--- src/shared/ptd_pkg.sv ---
// Constants, types and decoders shared by the tone divider files.
// Assumes a 40 MHz system clock and Avalon-MM byte addressing.
//
// Notes on behaviour
// RL1 - The selected source clock is scaled by a prescaler whose ratio comes from a 2-bit field.
// RL2 - The general counter reloads from an 8-bit divider value register that software reads and writes.
// RL3 - Software picks the source clock: the high-frequency clock divided by four or the 32768 Hz oscillator.
// RL4 - The tone output is driven only while the output enable bit is 1 and stops when it is 0.
// RL5 - Writes to the divider value register are ignored while the divider is disabled.
// RL6 - Hardware holds the divider value register at zero while the divider is disabled.
// RL7 - Tone frequency equals prescaler output frequency over two times the divider value plus one.
// RL8 - The tone toggles each time the counter expires and the counter then reloads, giving 50 percent duty.
package ptd_pkg;

    // Register indices; byte address is four times the index
    localparam logic [7:0] IDX_CTRL = 8'h2e;
    localparam logic [7:0] IDX_VALUE = 8'h2f;
    localparam logic [7:0] IDX_STATUS = 8'h30;
    localparam int ADDR_W = 10;

    // Control register fields
    localparam int CTRL_EN_BIT = 0;
    localparam int CTRL_SRC_BIT = 1;
    localparam int CTRL_PRES_LSB = 2;
    localparam int CTRL_W = 4;

    // Status register fields
    localparam int STAT_TONE_BIT = 0;
    localparam int STAT_CNT_LSB = 8;

    // Reset values
    localparam logic [3:0] CTRL_RST = 4'h0;
    localparam logic [7:0] VALUE_RST = 8'h00;

    // Source selection codes and the fixed high-frequency predivider
    localparam logic SRC_HF = 1'b0;
    localparam logic SRC_OSC = 1'b1;
    localparam logic [1:0] HF_DIV_LAST = 2'h3;

    // Bus slave states
    typedef enum logic [1:0] {
        BUS_IDLE = 2'b01,
        BUS_ACK = 2'b10
    } ptd_bus_e;

    // Prescaler terminal count: ratios 1, 2, 4, 8
    function automatic logic [2:0] ptd_pres_last(input logic [1:0] sel);
        logic [2:0] last;
        last = 3'h0;
        unique case (sel)
            2'h0: last = 3'h0;
            2'h1: last = 3'h1;
            2'h2: last = 3'h3;
            2'h3: last = 3'h7;
        endcase
        return last;
    endfunction

    // Word address match for a register index
    function automatic logic ptd_hit(input logic [ADDR_W-1:0] addr, input logic [7:0] idx);
        return addr == {idx, 2'b00};
    endfunction

endpackage

--- src/hdl/ptd_prescaler.sv ---
// Source clock selection and prescaler for the tone divider.
// Assumes hfTick is a one-cycle pulse on clk; osc32kPin is asynchronous.
`timescale 1ns/1ps

module ptd_prescaler
    import ptd_pkg::*;
(
    input wire logic clk,
    input wire logic rst_n,
    input wire logic ce,
    input wire logic enable,
    input wire logic srcSel,
    input wire logic [1:0] presSel,
    input wire logic hfTick,
    input wire logic osc32kPin,
    output logic tick
);

    logic [2:0] oscSync_r, oscSync_nxt;
    logic oscLevel_r, oscLevel_nxt;
    logic [1:0] hfCnt_r, hfCnt_nxt;
    logic [2:0] preCnt_r, preCnt_nxt;
    logic tick_r, tick_nxt;
    logic oscRise, hfPulse, srcPulse;

    // Pin settles once second and third stage agree; first stage feeds only the second
    always_comb begin
        oscSync_nxt = {oscSync_r[1:0], osc32kPin};
        oscLevel_nxt = oscLevel_r;
        oscRise = 1'b0;
        if (oscSync_r[2] == oscSync_r[1] && oscSync_r[2] != oscLevel_r) begin
            oscLevel_nxt = oscSync_r[2];
            oscRise = oscSync_r[2];
        end
    end

    // Source pulse: hf divided by four or oscillator rising edge
    always_comb begin
        hfPulse = hfTick && (hfCnt_r == HF_DIV_LAST);
        srcPulse = (srcSel == SRC_OSC) ? oscRise : hfPulse; // RL3
        hfCnt_nxt = hfCnt_r;
        preCnt_nxt = preCnt_r;
        tick_nxt = 1'b0;
        if (!enable) begin
            hfCnt_nxt = 2'h0;
            preCnt_nxt = 3'h0;
        end else begin
            if (hfTick) begin
                hfCnt_nxt = hfCnt_r + 2'h1;
            end
            if (srcPulse) begin
                if (preCnt_r >= ptd_pres_last(presSel)) begin
                    preCnt_nxt = 3'h0; // RL1
                    tick_nxt = 1'b1;
                end else begin
                    preCnt_nxt = preCnt_r + 3'h1;
                end
            end
        end
    end

    // State registers, frozen while ce is low
    always_ff @(posedge clk) begin
        if (!rst_n) begin
            oscSync_r <= 3'h0;
            oscLevel_r <= 1'b0;
            hfCnt_r <= 2'h0;
            preCnt_r <= 3'h0;
            tick_r <= 1'b0;
        end else if (ce) begin
            oscSync_r <= oscSync_nxt;
            oscLevel_r <= oscLevel_nxt;
            hfCnt_r <= hfCnt_nxt;
            preCnt_r <= preCnt_nxt;
            tick_r <= tick_nxt;
        end
    end

    assign tick = tick_r;
endmodule

--- src/hdl/ptd_tone_divider.sv ---
// Programmable tone divider: Avalon-MM register slave, counter and tone pin.
// Assumes a 40 MHz clk, a synchronous active-low reset and one Avalon master.
`timescale 1ns/1ps

module ptd_tone_divider
    import ptd_pkg::*;
(
    input wire logic clk,
    input wire logic rst_n,
    input wire logic ce,
    input wire logic [ADDR_W-1:0] avs_address,
    input wire logic avs_read,
    input wire logic avs_write,
    input wire logic [31:0] avs_writedata,
    input wire logic [3:0] avs_byteenable,
    output logic [31:0] avs_readdata,
    output logic avs_waitrequest,
    input wire logic hfTick,
    input wire logic osc32kPin,
    output logic toneOut
);

    ptd_bus_e busState_r, busState_nxt;
    logic waitReq_r, waitReq_nxt;
    logic [31:0] readData_r, readData_nxt;
    logic [CTRL_W-1:0] ctrl_r, ctrl_nxt;
    logic [7:0] value_r, value_nxt;
    logic [7:0] cnt_r, cnt_nxt;
    logic tone_r, tone_nxt;
    logic enable, srcSel, tick, accept, wrLow;
    logic [1:0] presSel;

    // Control field decode
    assign enable = ctrl_r[CTRL_EN_BIT];
    assign srcSel = ctrl_r[CTRL_SRC_BIT];
    assign presSel = ctrl_r[CTRL_PRES_LSB +: 2];

    // Request completes on the edge where waitrequest is seen low
    assign accept = (avs_read || avs_write) && !waitReq_r;
    assign wrLow = accept && avs_write && avs_byteenable[0];

    // Bus slave: one wait cycle, then answer for exactly one cycle
    always_comb begin
        busState_nxt = busState_r;
        waitReq_nxt = waitReq_r;
        readData_nxt = readData_r;
        unique case (busState_r)
            BUS_IDLE: begin
                if (avs_read || avs_write) begin
                    busState_nxt = BUS_ACK;
                    waitReq_nxt = 1'b0;
                    readData_nxt = 32'h0;
                    if (avs_read) begin
                        if (ptd_hit(avs_address, IDX_CTRL)) begin
                            readData_nxt[CTRL_W-1:0] = ctrl_r;
                        end else if (ptd_hit(avs_address, IDX_VALUE)) begin
                            readData_nxt[7:0] = value_r; // RL2
                        end else if (ptd_hit(avs_address, IDX_STATUS)) begin
                            readData_nxt[STAT_TONE_BIT] = tone_r;
                            readData_nxt[STAT_CNT_LSB +: 8] = cnt_r;
                        end
                    end
                end
            end
            BUS_ACK: begin
                busState_nxt = BUS_IDLE;
                waitReq_nxt = 1'b1;
            end
        endcase
    end

    // Register file writes; value is locked at zero while disabled
    always_comb begin
        ctrl_nxt = ctrl_r;
        value_nxt = value_r;
        if (wrLow && ptd_hit(avs_address, IDX_CTRL)) begin
            ctrl_nxt = avs_writedata[CTRL_W-1:0];
        end
        if (!enable) begin // RL5
            value_nxt = 8'h00; // RL6
        end else if (wrLow && ptd_hit(avs_address, IDX_VALUE)) begin
            value_nxt = avs_writedata[7:0]; // RL2
        end
    end

    // Source and prescaler produce one tick per prescaler output period
    ptd_prescaler u_prescaler (
        .clk(clk),
        .rst_n(rst_n),
        .ce(ce),
        .enable(enable),
        .srcSel(srcSel),
        .presSel(presSel),
        .hfTick(hfTick),
        .osc32kPin(osc32kPin),
        .tick(tick)
    );

    // Half period is N+1 ticks; a new value lands at the next reload
    always_comb begin
        cnt_nxt = cnt_r;
        tone_nxt = tone_r;
        if (!enable) begin
            cnt_nxt = 8'h00;
            tone_nxt = 1'b0; // RL4
        end else if (tick) begin
            if (cnt_r == 8'h00) begin
                cnt_nxt = value_r; // RL7
                tone_nxt = !tone_r; // RL8
            end else begin
                cnt_nxt = cnt_r - 8'h01; // RL7
            end
        end
    end

    // All state, frozen while ce is low
    always_ff @(posedge clk) begin
        if (!rst_n) begin
            busState_r <= BUS_IDLE;
            waitReq_r <= 1'b1;
            readData_r <= 32'h0;
            ctrl_r <= CTRL_RST;
            value_r <= VALUE_RST;
            cnt_r <= 8'h00;
            tone_r <= 1'b0;
        end else if (ce) begin
            busState_r <= busState_nxt;
            waitReq_r <= waitReq_nxt;
            readData_r <= readData_nxt;
            ctrl_r <= ctrl_nxt;
            value_r <= value_nxt;
            cnt_r <= cnt_nxt;
            tone_r <= tone_nxt;
        end
    end

    // Outputs straight from flip-flops
    assign avs_readdata = readData_r;
    assign avs_waitrequest = waitReq_r;
    assign toneOut = tone_r;
endmodule

--- config.mk ---
export PLATFORM = sky130hd
export DESIGN_NAME = ptd_tone_divider
export DESIGN_NICKNAME = d
export VERILOG_FILES = /design/src/shared/ptd_pkg.sv /design/src/hdl/ptd_prescaler.sv /design/src/hdl/ptd_tone_divider.sv
export SDC_FILE = /design/constraint.sdc
export NUM_CORES = 1
export LEC_CHECK = 0
export BUFFER_PORTS_ARGS = -buffer_cell sky130_fd_sc_hd__buf_2
export CORE_UTILIZATION = 54
export CTS_CLUSTER_SIZE = 10
export DETAILED_ROUTE_END_ITERATION = 8
export PLACE_DENSITY = 0.85
export SETUP_SLACK_MARGIN = 0.2
export SLEW_MARGIN = 25
export SYNTH_ARGS = -nofsm -noshare
export SYNTH_HDL_FRONTEND = slang
export SYNTH_HIERARCHICAL = 1
export SYNTH_SLANG_ARGS = --single-unit
--- constraint.sdc ---
create_clock -name clk -period 2.85 [get_ports clk]
set_input_delay 0.4275 -clock clk [delete_from_list [all_inputs] [get_ports clk]]
set_output_delay 0.4275 -clock clk [all_outputs]
set_load 0.02 [all_outputs]
==> flow_metrics.tcl, run 1 <==
set metrics [dict create \
    synthArstFlopShare 0 \
    min_from "avs_writedata[0]" \
    crit_path_start_kind "flop" \
    worstHoldPathType "in2reg" \
    fmax_ghz 0.478 \
    drc_errors 0 \
    antenna_left 0 \
    post-route-period-util 0.734 \
    clock-sinks 49 \
    switchingPower_uw 323 \
    cap_viol_max_count 0 \
    die_h_um 70.3 \
    postCtsHoldBufs 0 \
    grt_usage 0.227 \
    grt_first_pass_wirelength_um 9060 \
    skew_ns 0.0121 \
    final_hold_viol_count 0 \
    drive_gt1_frac 0.216 \
    p_int_uw 899 \
    syn2layout_area_growth_pct 11.7 \
    worstRegToRegCells 6 \
    first_pass_iters 4 \
    drt_iter0_drc 115 \
    rsz0062_at_grt "false" \
    crit_required_ns 3.09 \
    antenna_found_initial 0 \
    start_util 0.571 \
    grt_overflow 0 \
    min_period_ns 2.09 \
    cp_slowest_cell "or4_1" \
    cts_made_buffers 5 \
    multi_input_area_sq_um 1380 \
    final_cell_mix "49 x dfxtp_1, 43 x buf_2, 25 x nand2_1" \
    layout_commonest_cell "dfxtp_1" \
    synth_edf_count 0 \
    io_pins 87 \
    post_cts_buffers 0 \
    fillers 401 \
    post_drt_wl_per_cell_um 14.2 \
    r2r_slack_ns 0.76 \
    crit_fanout 5 \
    htreeDepth 2 \
    arrival_ns 2.33 \
    die_x_um 70.3 \
    syn_area_per_cell_sq_um 8.85 \
    power_frac_seq 0.566 \
    yosysUniqueCellTypes 57 \
    setup.worst_path.end_class "flop" \
    ys_ff_latch 49 \
    die_area_sq_um 4950 \
    root_buffer "clkbuf_8" \
    p_sw_frac 0.265 \
    grt_pass1_vias 2106 \
    path_delay_family "simple AND/OR/NAND/NOR gates" \
    syn_area_sq_um 2520 \
    holdWs_ns 0.375 \
    power.share.clock 0.354 \
    finalPower_uw 1220 \
    seq_area_frac_synth 0.389 \
    worstMarginPinSlew_ns 0.771 \
    criticalPathCategory "reg2reg" \
    gp_congestion 0.872 \
    dp_hpwl_um 3990 \
    synthFlopType "dfxtp_1" \
    io_buffers 43 \
    r2r_end "u_prescaler/preCnt_r[0]" \
    synth_cells 285 \
    vdd_ir_drop_max_uv 430 \
    cts_buffer_depth 2 \
    antenna_cells 0 \
    viasPerCell 5.84 \
    setup_viol 0 \
    ff_latch_area_sq_um 981 \
    cts.clk_slew.worst_paths_ns 0.10 \
    final_max_slew_viol_count 0 \
    yosysWarnings 6 \
    combPwrFrac 0.079 \
    cts_tree "yes" \
    rows 24 \
    core_sq_um 4410 \
    post_cts_resized 0 \
    status "finished, final reports clean" \
    grt_max_degree 24 \
    hold_path_depth 3 \
    wl_um 5390 \
    fin_tns_setup_ns 0 \
    powerDensity_nw_per_um2 434 \
    min_to "ctrl_r[0]" \
    r2r-start "ctrl_r[3]" \
    critPathMaxStageDelay_ns 0.53 \
    final_nets 388 \
    slew_headroom 0.482 \
    path_buf_inv 0 \
    crit_chain "or2_2 -> ha_1 -> and2b_2 -> o21ai_0 -> or4_1 -> a21boi_1" \
    clk_latency_ns 0.32 \
    p_leak_uw 0.00113 \
    vias 2225 \
]
flip-flops by register name (all words and copies together), names as in the netlist:
signal and count:
toneOut 1, cnt_r 8, u_prescaler/tick 1, u_prescaler/hfCnt_r 2
avs_readdata 16, u_prescaler/preCnt_r 3, value_r 8, ctrl_r 4
u_prescaler/oscSync_r 3, u_prescaler/oscLevel_r 1, busState_r 2
area by class of cell:
type | instances | share of cell area
multi-input combinational | 212 | 0.491
clock buffer | 5 | 0.0244
sequential | 49 | 0.348
timing repair buffer | 47 | 0.0871
clock inverter | 3 | 0.00889
tap | 52 | 0.0231
inverter | 13 | 0.0173
worst register-to-register path: cells and delay by family, from the launching register on:
kind / cells / cell delay, ns
DFF: 1 / 0.37
adders and majority gates: 1 / 0.27
AOI/OAI and AO/OA: 2 / 0.35
and+or+nand+nor: 3 / 1.04
kinds of logic (layout without fill, tap and decap cells):
logic type | Yosys count | count (layout) | share of synthesized area
buffers and inverters | 39 | 68 | 0.0854
AND/OR/NAND/NOR | 114 | 114 | 0.267
AO/OA/AOI/OAI | 63 | 63 | 0.174
adder cells (fa/ha/maj) | 7 | 7 | 0.0347
multiplexers | 12 | 12 | 0.0476
other | 1 | 16 | 0.00149
flip-flops | 49 | 49 | 0.389
synth_stat cells, types with 4 or more instances:
library cell,number,share of area
nand4_1,5,0.012
dfxtp_1,49,0.39
mux2i_1,12,0.048
a21oi_1,18,0.036
or4_1,4,0.012
ha_1,7,0.035
nand4b_1,4,0.014
or3_1,4,0.0099
nor2_1,13,0.019
o21ai_0,5,0.0099
nor3_1,4,0.0079
buf_4,16,0.048
a31oi_1,4,0.0099
nand3_1,18,0.036
nor2b_1,5,0.012
nand2_1,25,0.037
a22o_1,12,0.042
nand2b_1,4,0.0099
or2_2,5,0.012
clkbuf_1,7,0.010
inv_1,12,0.018
layer usage:
metal | GRT usage | vias to the layer above | wire length [um]
met5 | 0 | - | 0
met4 | 0.0644 | 0 | 62
met3 | 0.0548 | 7 | 213
met2 | 0.397 | 54 | 2640
met1 | 0.274 | 1069 | 2480
li1 | - | 1095 | -
how the worst max path moves through the flow:
stage	start	end	slack (ns)	cells after the start
floorplan	ctrl_r[3]	u_prescaler/preCnt_r[1]	0.95	6
global placement	avs_address[9]	avs_readdata[4]	0.72	5
detailed placement	ce	value_r[4]	0.67	5
CTS	ctrl_r[3]	u_prescaler/preCnt_r[0]	0.76	6
global route	ctrl_r[3]	u_prescaler/preCnt_r[2]	0.66	6
finish	ctrl_r[3]	u_prescaler/preCnt_r[0]	0.76	6
power by group through the flow:
stage / clock (uW) / combinational (uW) / sequential [uW]
CTS: 442 / 96.4 / 692
global placement: 0 / 93.9 / 708
global route: 475 / 105 / 694
floorplan: 0 / 76.4 / 709
finish: 433 / 96.9 / 692
detailed placement: 0 / 96.2 / 708
per-stage QoR:
stage / instances / worst slack, ns / area (sq um) / util
after floorplan: 300 / 0.947 / 2580 / -
after global placement: 373 / 0.721 / 2720 / 0.616
after detailed placement: 373 / 0.674 / 2720 / 0.616
after CTS: 381 / 0.762 / 2820 / 0.638
after global routing: 381 / 0.655 / 2820 / 0.638
final: 381 / 0.758 / 2820 / 0.638
Note: power is estimated with default switching activity, not from simulation.
==> run 2: changes to the inputs <==
--- a/config.mk
+++ b/config.mk
@@ -5,11 +5,12 @@
 export SDC_FILE = /design/constraint.sdc
 export NUM_CORES = 1
 export LEC_CHECK = 0
+export ABC_AREA = 1
 export BUFFER_PORTS_ARGS = -buffer_cell sky130_fd_sc_hd__buf_2
-export CORE_UTILIZATION = 54
+export CORE_UTILIZATION = 46
 export CTS_CLUSTER_SIZE = 10
 export DETAILED_ROUTE_END_ITERATION = 8
-export PLACE_DENSITY = 0.85
+export PLACE_DENSITY = 0.76
 export SETUP_SLACK_MARGIN = 0.2
 export SLEW_MARGIN = 25
 export SYNTH_ARGS = -nofsm -noshare
==> constraint.sdc (replaced) <==
create_clock -name clk -period 1.9 [get_ports clk]
set_input_delay 0.285 -clock clk [delete_from_list [all_inputs] [get_ports clk]]
set_output_delay 0.285 -clock clk [all_outputs]
set_load 0.02 [all_outputs]
==> run 2 against run 1 <==
- clock power rose by 83%
- design area up 6.4%
- count of clock-buffer cells in the layout rose by 1
- worst setup slack got worse by 0.39 ns
- area after synthesis up 5.8%
- cell count is 30% higher
- critical path type unchanged
- largest cell class unchanged
==> flow_metrics.tcl, run 2 <==
set metrics [dict create \
    yosysWarnings 6 \
    yosysTopAreaCell "dfxtp_1" \
    htreeDepth 2 \
    cts.clk_slew.worst_paths_ns 0.09 \
    syn2layout_area_growth_pct 12.3 \
    skew_ns 0.00603 \
    post-route-period-util 0.803 \
    rows 27 \
    post_drt_wl_per_cell_um 11.3 \
    worstRegToRegCells 6 \
    synth_edf_count 0 \
    slew_headroom 0.616 \
    crit_path_start_kind "flop" \
    fin_area_sq_um 2990 \
    final_hold_viol_count 0 \
    antenna_left 0 \
    status "finished, final reports clean" \
    holdWs_ns 0.204 \
    place_area_sq_um 2870 \
    clock-sinks 49 \
    fin_cells 496 \
    syn_area_per_cell_sq_um 7.02 \
    cts_made_buffers 5 \
    numPlacedInstances 488 \
    grt_max_degree 30 \
    post_cts_resized 0 \
    antenna_cells 0 \
    hold_path_depth 3 \
    netlist.area_leader.share 0.368 \
    synth.most_common_cell "nand2_1" \
    min_period_ns 1.53 \
    wl_um 5620 \
    die_x_um 78.1 \
    syn_area_sq_um 2670 \
    fmax_ghz 0.655 \
    die_area_sq_um 6110 \
    final_max_slew_viol_count 0 \
    drc_errors 0 \
    die_h_um 78.1 \
    grt_overflow 0 \
    grt_pass1_vias 2275 \
    rsz0062_at_grt "false" \
    powerDensity_nw_per_um2 664 \
    worstHoldPathType "in2reg" \
    crit_chain "or2_2 -> ha_1 -> and3_1 -> nor2_2 -> nand4_1 -> a21oi_1" \
    io_pins 87 \
    clk_latency_ns 0.31 \
    drive_gt1_frac 0.203 \
    vias 2456 \
    criticalPathCategory "reg2reg" \
    cts_buffer_depth 2 \
    cp_slowest_cell "dfxtp_1" \
    crit_required_ns 2.14 \
    cap_viol_max_count 0 \
    synth_cells 380 \
    synth_area_leaders "dfxtp_1 37%, nand2_1 12%, a21oi_1 7.9%" \
    arrival_ns 1.76 \
    layout_commonest_cell "nand2_1" \
    start_util 0.481 \
    vdd_ir_drop_max_uv 404 \
    fillers 540 \
    synth_common_cells "84 x nand2_1, 49 x dfxtp_1, 42 x a21oi_1" \
    final_nets 483 \
    final_cell_mix "84 x nand2_1, 49 x dfxtp_1, 43 x buf_2" \
    yosysUniqueCellTypes 35 \
    synthFlopType "dfxtp_1" \
    core_sq_um 5540 \
    root_buffer "clkbuf_8" \
    seq_area_frac_synth 0.368 \
    critPathMaxStageDelay_ns 0.35 \
    gp_congestion 0.841 \
    fin_util 0.540 \
    grt_usage 0.198 \
    synthArstFlopShare 0 \
    first_pass_iters 4 \
    viasPerCell 4.95 \
    antenna_found_initial 0 \
    cts_tree "yes" \
    crit_fanout 5 \
    worstMarginPinSlew_ns 0.577 \
    fin_tns_setup_ns 0 \
    setup.worst_path.end_class "flop" \
    drt_iter0_drc 105 \
    dp_hpwl_um 4140 \
    ys_ff_latch 49 \
    io_buffers 43 \
    grt_first_pass_wirelength_um 9640 \
    largest_reg_flops 16 \
    setup_viol 0 \
    p_leak_uw 0.00131 \
]
-- run 2: cell count changes after synthesis, moves of 5 or more --
cell     change
nand2_1     +59
nor2_1      +25
a21oi_1     +24
nand3_1     +20
inv_1       +19
a22o_1      -12
mux2i_1     -12
inv_2        +9
o21ai_1      +9
nor2_2       +7
nor2b_1      -5
-- run 2: worst max-delay path, delay by kind of cell, from the launching register on --
| kind | cells | cell delay (ns) |
|---|---|---|
| flip-flops | 1 | 0.35 |
| adder cells (fa/ha/maj) | 1 | 0.26 |
| AND/OR/NAND/NOR | 4 | 0.71 |
| AO/OA/AOI/OAI | 1 | 0.14 |
-- run 2: path summary, 6_finish.rpt --
| path | from | end | slack [ns] |
|---|---|---|---|
| min reg2reg | avs_readdata[15] | avs_readdata[15] | 0.47 |
| min | osc32kPin | u_prescaler/oscSync_r[0] | 0.20 |
| max reg2reg | ctrl_r[3] | u_prescaler/preCnt_r[2] | 0.37 |
| max | ctrl_r[3] | u_prescaler/preCnt_r[2] | 0.37 |
-- run 2: repair_timing --
item | in CTS | in global routing
endpoints found under the setup margin | 0 | 1
setup buffers | 0 | 0
hold buffers | 0 | 0
-- run 2: report_power, final --
group          total [uW]  internal [uW]  switching (uW)  leakage [uW]
Combinational         160           41.4             119      0.000860
Clock                 791            428             362     0.0000574
Sequential           1040           1030            4.85      0.000396
Total                1990           1500             486       0.00131
-- run 2: cells by family after synthesis --
kind of cell	Yosys count	share of synthesized area
xor gates and xnor gates	1	0.00329
adders and majority gates	7	0.0328
other	1	0.00141
and+or+nand+nor	190	0.338
AOI/OAI and AO/OA	66	0.133
DFF	49	0.368
buffers and inverters	66	0.123
-- run 2: area by class of cell --
type / count / area, sq um / share of cell area
tap: 72 / 90.1 / 0.0301
clock buffer: 6 / 82.6 / 0.0276
multi-input combinational: 280 / 1410 / 0.472
inverter: 42 / 159 / 0.0531
sequential: 49 / 981 / 0.328
clock inverter: 2 / 37.5 / 0.0125
timing repair buffer: 45 / 230 / 0.0769
-- run 2: per-stage QoR --
stage                     total power, uW  worst slack (ns)
after global placement               1220             0.373
after floorplan                      1190             0.465
after global routing                 2060             0.209
after detailed placement             1220             0.349
final                                1990             0.373
after CTS                            2010             0.326
-- run 2: metal layers --
metal  share of wire  routed length (um)  GRT usage
met4           0.016                  89     0.0778
met2            0.50                2800      0.361
met3           0.045                 252     0.0430
met1            0.44                2480      0.221
met5               0                   0          0
